**src/inc/sipc_pkg.sv**
```systemverilog
// sipc_pkg: offsets, fields, reset values and codes of the slot control block
// assumes an APB slave with 32-bit data and byte lanes on pstrb
// Operation
// The power indicator field is two read-write bits that reset to 11b, meaning off.
// Power indicator codes are 01b on, 10b blink, 11b off, and 00b is reserved.
// A write to the power indicator field sends the matching power indicator message downstream; a write of reserved code 00b sends none here.
// A write to the attention indicator field sends the matching attention indicator message.
// The power control bit is read-write; 0b asks for slot power on and 1b for power off.
// When the link-state-change enable is 1b, a change of link-active is notified to software.
// Bit 11 is reserved, reads as zero and ignores writes.
package sipc_pkg;
  localparam int unsigned  SIPC_AW        = 12;
  localparam logic [11:0]  SIPC_CTRL_OFS  = 12'h000;
  localparam logic [11:0]  SIPC_STAT_OFS  = 12'h004;
  localparam int unsigned  SIPC_ATT_LSB   = 6;
  localparam int unsigned  SIPC_PWR_LSB   = 8;
  localparam int unsigned  SIPC_PCTL_BIT  = 10;
  localparam int unsigned  SIPC_RSVD_BIT  = 11;
  localparam int unsigned  SIPC_LSCE_BIT  = 12;
  localparam int unsigned  SIPC_ST_LACT   = 0;
  localparam int unsigned  SIPC_ST_LCHG   = 1;
  localparam int unsigned  SIPC_ST_BUSY   = 2;
  localparam logic [1:0]   SIPC_IND_RSVD  = 2'h0;
  localparam logic [1:0]   SIPC_IND_ON    = 2'h1;
  localparam logic [1:0]   SIPC_IND_BLINK = 2'h2;
  localparam logic [1:0]   SIPC_IND_OFF   = 2'h3;
  localparam logic [1:0]   SIPC_ATT_RST   = 2'h3;
  localparam logic [1:0]   SIPC_PWR_RST   = 2'h3;
  localparam logic         SIPC_PCTL_RST  = 1'b0;
  localparam logic         SIPC_LSCE_RST  = 1'b0;

  typedef enum logic
  {
    SIPC_MSG_ATT,
    SIPC_MSG_PWR
  } sipc_msg_kind_t;
endpackage : sipc_pkg

```
**src/inc/sipc_msg_if.sv**
```systemverilog
// sipc_msg_if: message requests from the register bank to the message emitter
// assumes both ends on clk_i
`timescale 1ns/100ps
interface sipc_msg_if;
  logic       att_req;
  logic       pwr_req;
  logic [1:0] att_code;
  logic [1:0] pwr_code;
  logic       busy;

  modport bank
  (
    output att_req,
    output pwr_req,
    output att_code,
    output pwr_code,
    input  busy
  );

  modport emit
  (
    input  att_req,
    input  pwr_req,
    input  att_code,
    input  pwr_code,
    output busy
  );
endinterface : sipc_msg_if

```
**src/hdl/sipc_msg_emit.sv**
```systemverilog
// sipc_msg_emit: queues one attention and one power indicator message
// assumes the downstream side takes a message on msg_valid_o and msg_ready_i
`timescale 1ns/100ps
module sipc_msg_emit
  import sipc_pkg::*;
(
  input  wire logic            clk_i,
  input  wire logic            srst_i,
  sipc_msg_if.emit             req,
  output sipc_pkg::sipc_msg_kind_t msg_kind_o,
  output logic [1:0]           msg_code_o,
  output logic                 msg_valid_o,
  input  wire logic            msg_ready_i
);
  logic       att_pend_r;
  logic       pwr_pend_r;
  logic [1:0] att_code_r;
  logic [1:0] pwr_code_r;
  logic       load;
  logic       grant_att;
  logic       grant_pwr;

  assign load      = !msg_valid_o || msg_ready_i;
  assign grant_att = load && att_pend_r;
  assign grant_pwr = load && !att_pend_r && pwr_pend_r;
  assign req.busy  = att_pend_r || pwr_pend_r || msg_valid_o;

  // pending attention message, latest setting wins
  always_ff @(posedge clk_i)
  begin
    if (srst_i)
    begin
      att_pend_r <= 1'b0;
      att_code_r <= SIPC_ATT_RST;
    end
    else if (req.att_req)
    begin
      att_pend_r <= 1'b1;
      att_code_r <= req.att_code;
    end
    else if (grant_att)
      att_pend_r <= 1'b0;
  end

  // pending power indicator message
  always_ff @(posedge clk_i)
  begin
    if (srst_i)
    begin
      pwr_pend_r <= 1'b0;
      pwr_code_r <= SIPC_PWR_RST;
    end
    else if (req.pwr_req)
    begin
      pwr_pend_r <= 1'b1;
      pwr_code_r <= req.pwr_code;
    end
    else if (grant_pwr)
      pwr_pend_r <= 1'b0;
  end

  // output message register
  always_ff @(posedge clk_i)
  begin
    if (srst_i)
    begin
      msg_valid_o <= 1'b0;
      msg_kind_o  <= SIPC_MSG_ATT;
      msg_code_o  <= SIPC_IND_OFF;
    end
    else if (grant_att)
    begin
      msg_valid_o <= 1'b1;
      msg_kind_o  <= SIPC_MSG_ATT;
      msg_code_o  <= att_code_r;
    end
    else if (grant_pwr)
    begin
      msg_valid_o <= 1'b1;
      msg_kind_o  <= SIPC_MSG_PWR;
      msg_code_o  <= pwr_code_r;
    end
    else if (msg_ready_i)
      msg_valid_o <= 1'b0;
  end
endmodule : sipc_msg_emit

```
**src/hdl/sipc_slot_ctrl.sv**
```systemverilog
// sipc_slot_ctrl: slot control and status registers of one downstream port
// assumes an APB master on clk_i and a downstream message sink with ready
`timescale 1ns/100ps
module sipc_slot_ctrl
  import sipc_pkg::*;
(
  input  wire logic                    clk_i,
  input  wire logic                    srst_i,
  input  wire logic                    psel_i,
  input  wire logic                    penable_i,
  input  wire logic                    pwrite_i,
  input  wire logic [sipc_pkg::SIPC_AW-1:0] paddr_i,
  input  wire logic [31:0]             pwdata_i,
  input  wire logic [3:0]              pstrb_i,
  output logic                         pready_o,
  output logic [31:0]                  prdata_o,
  output logic                         pslverr_o,
  input  wire logic                    link_active_i,
  output logic [1:0]                   att_ind_o,
  output logic [1:0]                   pwr_ind_o,
  output logic                         slot_power_off_o,
  output logic                         link_notify_o,
  output sipc_pkg::sipc_msg_kind_t     msg_kind_o,
  output logic [1:0]                   msg_code_o,
  output logic                         msg_valid_o,
  input  wire logic                    msg_ready_i
);
  logic        lsce_r;
  logic        lact_r;
  logic        lchg_r;
  logic        setup;
  logic        wr_acc;
  logic        ctrl_wr;
  logic        stat_wr;
  logic [31:0] rd_nxt;
  logic        err_nxt;

  sipc_msg_if msg_if ();

  function automatic logic [31:0] ctrl_word(input logic [1:0] att, input logic [1:0] pwr,
                                            input logic pctl, input logic lsce);
    logic [31:0] w;
    w = 32'h0;
    w[SIPC_ATT_LSB +: 2] = att;
    w[SIPC_PWR_LSB +: 2] = pwr;
    w[SIPC_PCTL_BIT]     = pctl;
    w[SIPC_RSVD_BIT]     = 1'b0;
    w[SIPC_LSCE_BIT]     = lsce;
    return w;
  endfunction : ctrl_word

  assign setup    = psel_i && !penable_i;
  assign pready_o = psel_i && penable_i;
  assign wr_acc   = psel_i && penable_i && pwrite_i;
  assign ctrl_wr  = wr_acc && paddr_i == SIPC_CTRL_OFS;
  assign stat_wr  = wr_acc && paddr_i == SIPC_STAT_OFS;

  // read data and error prepared in the setup cycle
  always_comb
  begin
    rd_nxt  = 32'h0;
    err_nxt = 1'b0;
    if (paddr_i == SIPC_CTRL_OFS)
      rd_nxt = ctrl_word(att_ind_o, pwr_ind_o, slot_power_off_o, lsce_r);
    else if (paddr_i == SIPC_STAT_OFS)
    begin
      rd_nxt[SIPC_ST_LACT] = lact_r;
      rd_nxt[SIPC_ST_LCHG] = lchg_r;
      rd_nxt[SIPC_ST_BUSY] = msg_if.busy;
    end
    else
      err_nxt = 1'b1;
  end

  always_ff @(posedge clk_i)
  begin
    if (srst_i)
    begin
      prdata_o  <= 32'h0;
      pslverr_o <= 1'b0;
    end
    else if (setup)
    begin
      prdata_o  <= pwrite_i ? 32'h0 : rd_nxt;
      pslverr_o <= err_nxt;
    end
  end

  // indicator fields, byte lane 0 and 1
  always_ff @(posedge clk_i)
  begin
    if (srst_i)
    begin
      att_ind_o <= SIPC_ATT_RST;
      pwr_ind_o <= SIPC_PWR_RST;
    end
    else if (ctrl_wr)
    begin
      if (pstrb_i[0])
        att_ind_o <= pwdata_i[SIPC_ATT_LSB +: 2];
      if (pstrb_i[1])
        pwr_ind_o <= pwdata_i[SIPC_PWR_LSB +: 2];
    end
  end

  // power control and link-state enable; bit 11 has no storage
  always_ff @(posedge clk_i)
  begin
    if (srst_i)
    begin
      slot_power_off_o <= SIPC_PCTL_RST;
      lsce_r           <= SIPC_LSCE_RST;
    end
    else if (ctrl_wr && pstrb_i[1])
    begin
      slot_power_off_o <= pwdata_i[SIPC_PCTL_BIT];
      lsce_r           <= pwdata_i[SIPC_LSCE_BIT];
    end
  end

  // message requests; reserved power code sends nothing
  assign msg_if.att_req  = ctrl_wr && pstrb_i[0];
  assign msg_if.att_code = pwdata_i[SIPC_ATT_LSB +: 2];
  assign msg_if.pwr_req  = ctrl_wr && pstrb_i[1]
                           && pwdata_i[SIPC_PWR_LSB +: 2] != SIPC_IND_RSVD;
  assign msg_if.pwr_code = pwdata_i[SIPC_PWR_LSB +: 2];

  // link-active change, sticky, write one to clear, set wins
  always_ff @(posedge clk_i)
  begin
    if (srst_i)
    begin
      lact_r <= 1'b0;
      lchg_r <= 1'b0;
    end
    else
    begin
      lact_r <= link_active_i;
      if (lact_r != link_active_i)
        lchg_r <= 1'b1;
      else if (stat_wr && pstrb_i[0] && pwdata_i[SIPC_ST_LCHG])
        lchg_r <= 1'b0;
    end
  end

  assign link_notify_o = lsce_r && lchg_r;

  sipc_msg_emit u_emit
  (
    .clk_i       (clk_i),
    .srst_i      (srst_i),
    .req         (msg_if.emit),
    .msg_kind_o  (msg_kind_o),
    .msg_code_o  (msg_code_o),
    .msg_valid_o (msg_valid_o),
    .msg_ready_i (msg_ready_i)
  );
endmodule : sipc_slot_ctrl

```
**config.mk**
```make
export PLATFORM = sky130hd
export DESIGN_NAME = sipc_slot_ctrl
export DESIGN_NICKNAME = d
export VERILOG_FILES = /design/src/inc/sipc_pkg.sv /design/src/inc/sipc_msg_if.sv /design/src/hdl/sipc_msg_emit.sv /design/src/hdl/sipc_slot_ctrl.sv
export SDC_FILE = /design/constraint.sdc
export NUM_CORES = 1
export LEC_CHECK = 0
export BUFFER_PORTS_ARGS = -buffer_cell sky130_fd_sc_hd__buf_2
export CAP_MARGIN = 15
export CORE_MARGIN = 8
export CORE_UTILIZATION = 38
export CTS_BUF_LIST = sky130_fd_sc_hd__clkbuf_8 sky130_fd_sc_hd__clkbuf_16
export DETAILED_ROUTE_END_ITERATION = 8
export PLACE_DENSITY = 0.88
export SLEW_MARGIN = 20
export SYNTH_ARGS = -nofsm -noshare
export SYNTH_HDL_FRONTEND = slang
export SYNTH_SLANG_ARGS = --single-unit
```
**constraint.sdc**
```tcl
create_clock -name clk_i -period 2.8 [get_ports clk_i]
set_clock_uncertainty 0.15 [all_clocks]
set_input_delay 0.28 -clock clk_i [delete_from_list [all_inputs] [get_ports clk_i]]
set_output_delay 0.28 -clock clk_i [all_outputs]
set_load 0.01 [all_outputs]
```
==> results.py <==
metrics = {
    "clocking": {
        "cts_tree": "yes",
        "htree_num_levels": 1,
        "cts_inserted_buffers": 3,
        "clk_root_buffer_cell": "sky130_fd_sc_hd__clkbuf_8",
        "numClockSinks": 26,
        "cts_max_path_buffers": 2,
        "post_cts.resized_instances": 0,
        "clock_insertion_delay_worst_skew_ns": 0.27,
        "clk_transition_reported_paths_ns": 0.08,
        "cts.hold.buffers_added": 0,
        "post_cts.repair.setup_buffers": 0,
    },
    "global_route": {
        "globalRouteTotalUtil_pct": 10.6,
        "grt_pass1_wl_um": 4430,
        "grt_start_max_net_pins": 18,
        "initial_antenna_violation_count": 0,
        "gr-total-overflow": 0,
        "first_global_vias": 1021,
    },
    "sta": {
        "grt_setup_unrepaired": "false",
        "timing.final.hold_violations": 0,
        "worst_slew_pin_slew_ns": 0.588,
        "report.final.setup_viol": 0,
        "period_needed_ns": 1.81,
        "final_max_slew_viol_count": 0,
        "maximum_clock_frequency_ghz": 0.553,
        "setup-tns-final_ns": 0,
        "max-slew-margin-rel_pct": 60.6,
        "portion_of_the_clock_cycle_consumed_by_the_worst_path_in_the_final_layout_pct": 64.6,
    },
    "worst_setup_path": {
        "cp_max_fo": 9,
        "crit_path_top_delay_cell": "sky130_fd_sc_hd__or4_4",
        "worstSetupPathType": "in2reg",
        "critPathMaxStageDelay_ns": 0.56,
        "crit_path_cell_trace": "buf_2, or4_4, nor4_4, nand2_1, a21bo_1",
        "path_buf_inv": 1,
        "start_kind": "primary input",
        "worst_setup_path_end_kind": "register",
        "crit_family": "simple AND/OR/NAND/NOR gates",
        "critPathArrivalTime_ns": 1.83,
        "crit_required_ns": 2.82,
    },
    "layout": {
        "diodes": 0,
        "flow.area_growth_from_synthesis_pct": 19.4,
        "stdcell_count": 217,
        "layout_cells_sized_above_1_pct": 33.5,
        "total_of_fill_cells_in_the_finished_design": 311,
        "nets": 230,
    },
    "logic_synthesis": {
        "synth_xor_area_share_pct": 0.722,
        "yosysSeqAreaShare_pct": 42.9,
        "synth_cell_types": 33,
        "yosysWarnings": 0,
        "ff_latch_count_synth": 26,
        "muxShareOfSynthArea_pct": 3.30,
        "synth_area_per_cell_sq_um": 9.63,
        "fraction_of_the_mapped_netlist_area_in_compound_gates_pct": 18.1,
        "post_synth_fa_ha_maj_area_fraction_pct": 0,
        "post_synth_instance_area_sq_mm": 0.00121,
        "syn-instance-count": 126,
        "largest_family_of_logic_cells_by_synthesized_area": "simple AND/OR/NAND/NOR gates",
        "synth_simple_gate_area_share_pct": 18.9,
    },
    "floorplanning": {
        "floorplan.die_area_sq_mm": 0.00526,
        "die_h_um": 72.5,
        "core_sq_mm": 0.00305,
        "fp.dieW_um": 72.5,
        "row_count": 20,
        "ios": 99,
        "floorplan.initialDensity_pct": 39.8,
    },
    "drt": {
        "drc": 0,
        "drtPass1Iterations": 4,
        "vias": 987,
        "detail_route.wirelength_um": 2710,
        "drt-initial-drc-count": 40,
        "final_antenna_net_count": 0,
        "routed_via_density": 4.55,
        "drt-wirelength-per-cell_um": 12.5,
    },
    "hold_path": {
        "min-delay-path-class": "in2reg",
    },
    "pwr": {
        "p_clk_share_pct": 31.7,
        "ir_worst_vdd_mv": 0.165,
        "power.share.combinational_pct": 9.5,
        "netSwitchingFraction_pct": 22.8,
        "p_per_area_mw_per_mm2": 439,
        "share_seq_of_total_power_pct": 58.8,
        "net-switching-power_mw": 0.145,
        "power.static_leakage_nw": 0.690,
        "internal-power_mw": 0.491,
    },
    "placement": {
        "place_inst": 214,
        "gp_congestion": 0.753,
        "detailed_place_hpwl_um": 2300,
        "place.port_buffers": 48,
    },
    "status": {
        "outcome": "complete, no violations",
    },
    "run": {
        "maximum_capacitance_violations": 0,
    },
}
sequential cells by signal, summed over array words and instances (netlist names), 2 cells and up:
register / cells
u_emit.msg_code_o: 2
pwr_ind_o: 2
u_emit.pwr_code_r: 2
att_ind_o: 2
prdata_o: 9
cell type report:
class	instances	area, sq um	share of cell area (%)
Timing Repair Buffer	48	240	16.6
Inverter	2	7.51	0.518
Clock buffer	3	41.3	2.85
Tap cell	44	55.1	3.80
Sequential cell	26	520	35.9
Multi-Input combinational cell	94	584	40.3
power by group through the flow:
| stage | Combinational, mW | Sequential [mW] | Clock, mW |
|---|---|---|---|
| finish | 0.0602 | 0.374 | 0.202 |
| global route | 0.0662 | 0.375 | 0.229 |
| CTS | 0.0590 | 0.374 | 0.209 |
| detailed placement | 0.0588 | 0.383 | 0 |
| global placement | 0.0576 | 0.383 | 0 |
| floorplan | 0.0563 | 0.383 | 0 |
Yosys cell counts:
master | n | share of area, %
sky130_fd_sc_hd__dfxtp_1 | 26 | 43
sky130_fd_sc_hd__buf_4 | 23 | 14
sky130_fd_sc_hd__a22o_1 | 9 | 6.5
sky130_fd_sc_hd__a21oi_1 | 8 | 3.3
sky130_fd_sc_hd__nor2_1 | 8 | 2.5
sky130_fd_sc_hd__o21ai_0 | 5 | 2.1
sky130_fd_sc_hd__mux2i_1 | 4 | 3.3
sky130_fd_sc_hd__nor2b_1 | 4 | 2.1
sky130_fd_sc_hd__clkbuf_1 | 3 | 0.93
sky130_fd_sc_hd__nand2_1 | 3 | 0.93
sky130_fd_sc_hd__nand2b_1 | 3 | 1.5
sky130_fd_sc_hd__or4_4 | 3 | 2.8
sky130_fd_sc_hd__a21o_1 | 2 | 1.2
sky130_fd_sc_hd__a22oi_1 | 2 | 1.2
sky130_fd_sc_hd__and2_1 | 2 | 1.0
sky130_fd_sc_hd__and3_1 | 2 | 1.0
sky130_fd_sc_hd__inv_1 | 2 | 0.62
sky130_fd_sc_hd__nand4_1 | 2 | 1.0
sky130_fd_sc_hd__a211oi_1 | 1 | 0.62
sky130_fd_sc_hd__a21bo_1 | 1 | 0.82
sky130_fd_sc_hd__a311oi_1 | 1 | 0.72
sky130_fd_sc_hd__conb_1 | 1 | 0.31
sky130_fd_sc_hd__nand3_1 | 1 | 0.41
sky130_fd_sc_hd__nor3_1 | 1 | 0.41
sky130_fd_sc_hd__nor3_4 | 1 | 1.3
sky130_fd_sc_hd__nor4_2 | 1 | 1.0
sky130_fd_sc_hd__nor4_4 | 1 | 1.8
sky130_fd_sc_hd__o21ai_1 | 1 | 0.41
sky130_fd_sc_hd__o21bai_1 | 1 | 0.62
sky130_fd_sc_hd__o31ai_1 | 1 | 0.62
sky130_fd_sc_hd__or2_2 | 1 | 0.52
sky130_fd_sc_hd__or3_1 | 1 | 0.52
sky130_fd_sc_hd__xnor2_1 | 1 | 0.72
cells by family after synthesis:
logic type      after synthesis
simple gates                 34
compound gates               32
buf+inv                      28
flops                        26
mux                           4
xor+xnor                      1
other cells                   1
final timing paths:
path,start,endpoint,slack [ns],cells past startpoint
max reg2reg,u_emit.att_pend_r,prdata_o[2],1.56,2
min,pwdata_i[7],att_ind_o[1],0.07,3
max,paddr_i[9],u_emit.pwr_code_r[1],0.99,5
min reg2reg,u_emit.pwr_code_r[0],u_emit.pwr_code_r[0],0.31,1
layout by cell type, fill, tap and decap left out, drive strengths merged, types with 2 or more instances in the layout:
cell	n
nor4	2
and2	2
nor2b	4
clkbuf	3
dfxtp	26
inv	2
a21o	2
mux2i	4
a22o	9
and3	2
nor2	8
nor3	2
o21ai	6
buf	48
conb	23
a22oi	2
a21oi	8
or4	3
nand2b	3
nand2	3
nand4	2
metrics by stage:
step                      hold slack [ns]  area, sq um  setup slack [ns]  utilization (%)  power, mW
after floorplan                     0.258         1300             0.964                -      0.440
after global placement              0.294         1410             0.754             46.1      0.441
after detailed placement            0.300         1410             0.729             46.1      0.442
after CTS                          0.0688         1450              1.00             47.5      0.643
after global routing               0.0893         1450             0.878             47.5      0.671
final                              0.0736         1450             0.991             47.5      0.636
per-layer routing:
| layer | vias up | part of all wire, % | global-route usage (%) |
|---|---|---|---|
| met5 | - | 0 | 0 |
| met4 | 0 | 2.2 | 6.89 |
| li1 | 496 | - | - |
| met3 | 5 | 8.8 | 3.03 |
| met1 | 437 | 42 | 11.6 |
| met2 | 49 | 47 | 17.4 |
worst reg2reg max path: stages (launching register included):
cell and delay (ns):
sky130_fd_sc_hd__dfxtp_1 0.39, sky130_fd_sc_hd__or3_1 0.41, sky130_fd_sc_hd__a22o_1 0.18
No activity file was read; power rests on OpenSTA's default activity.
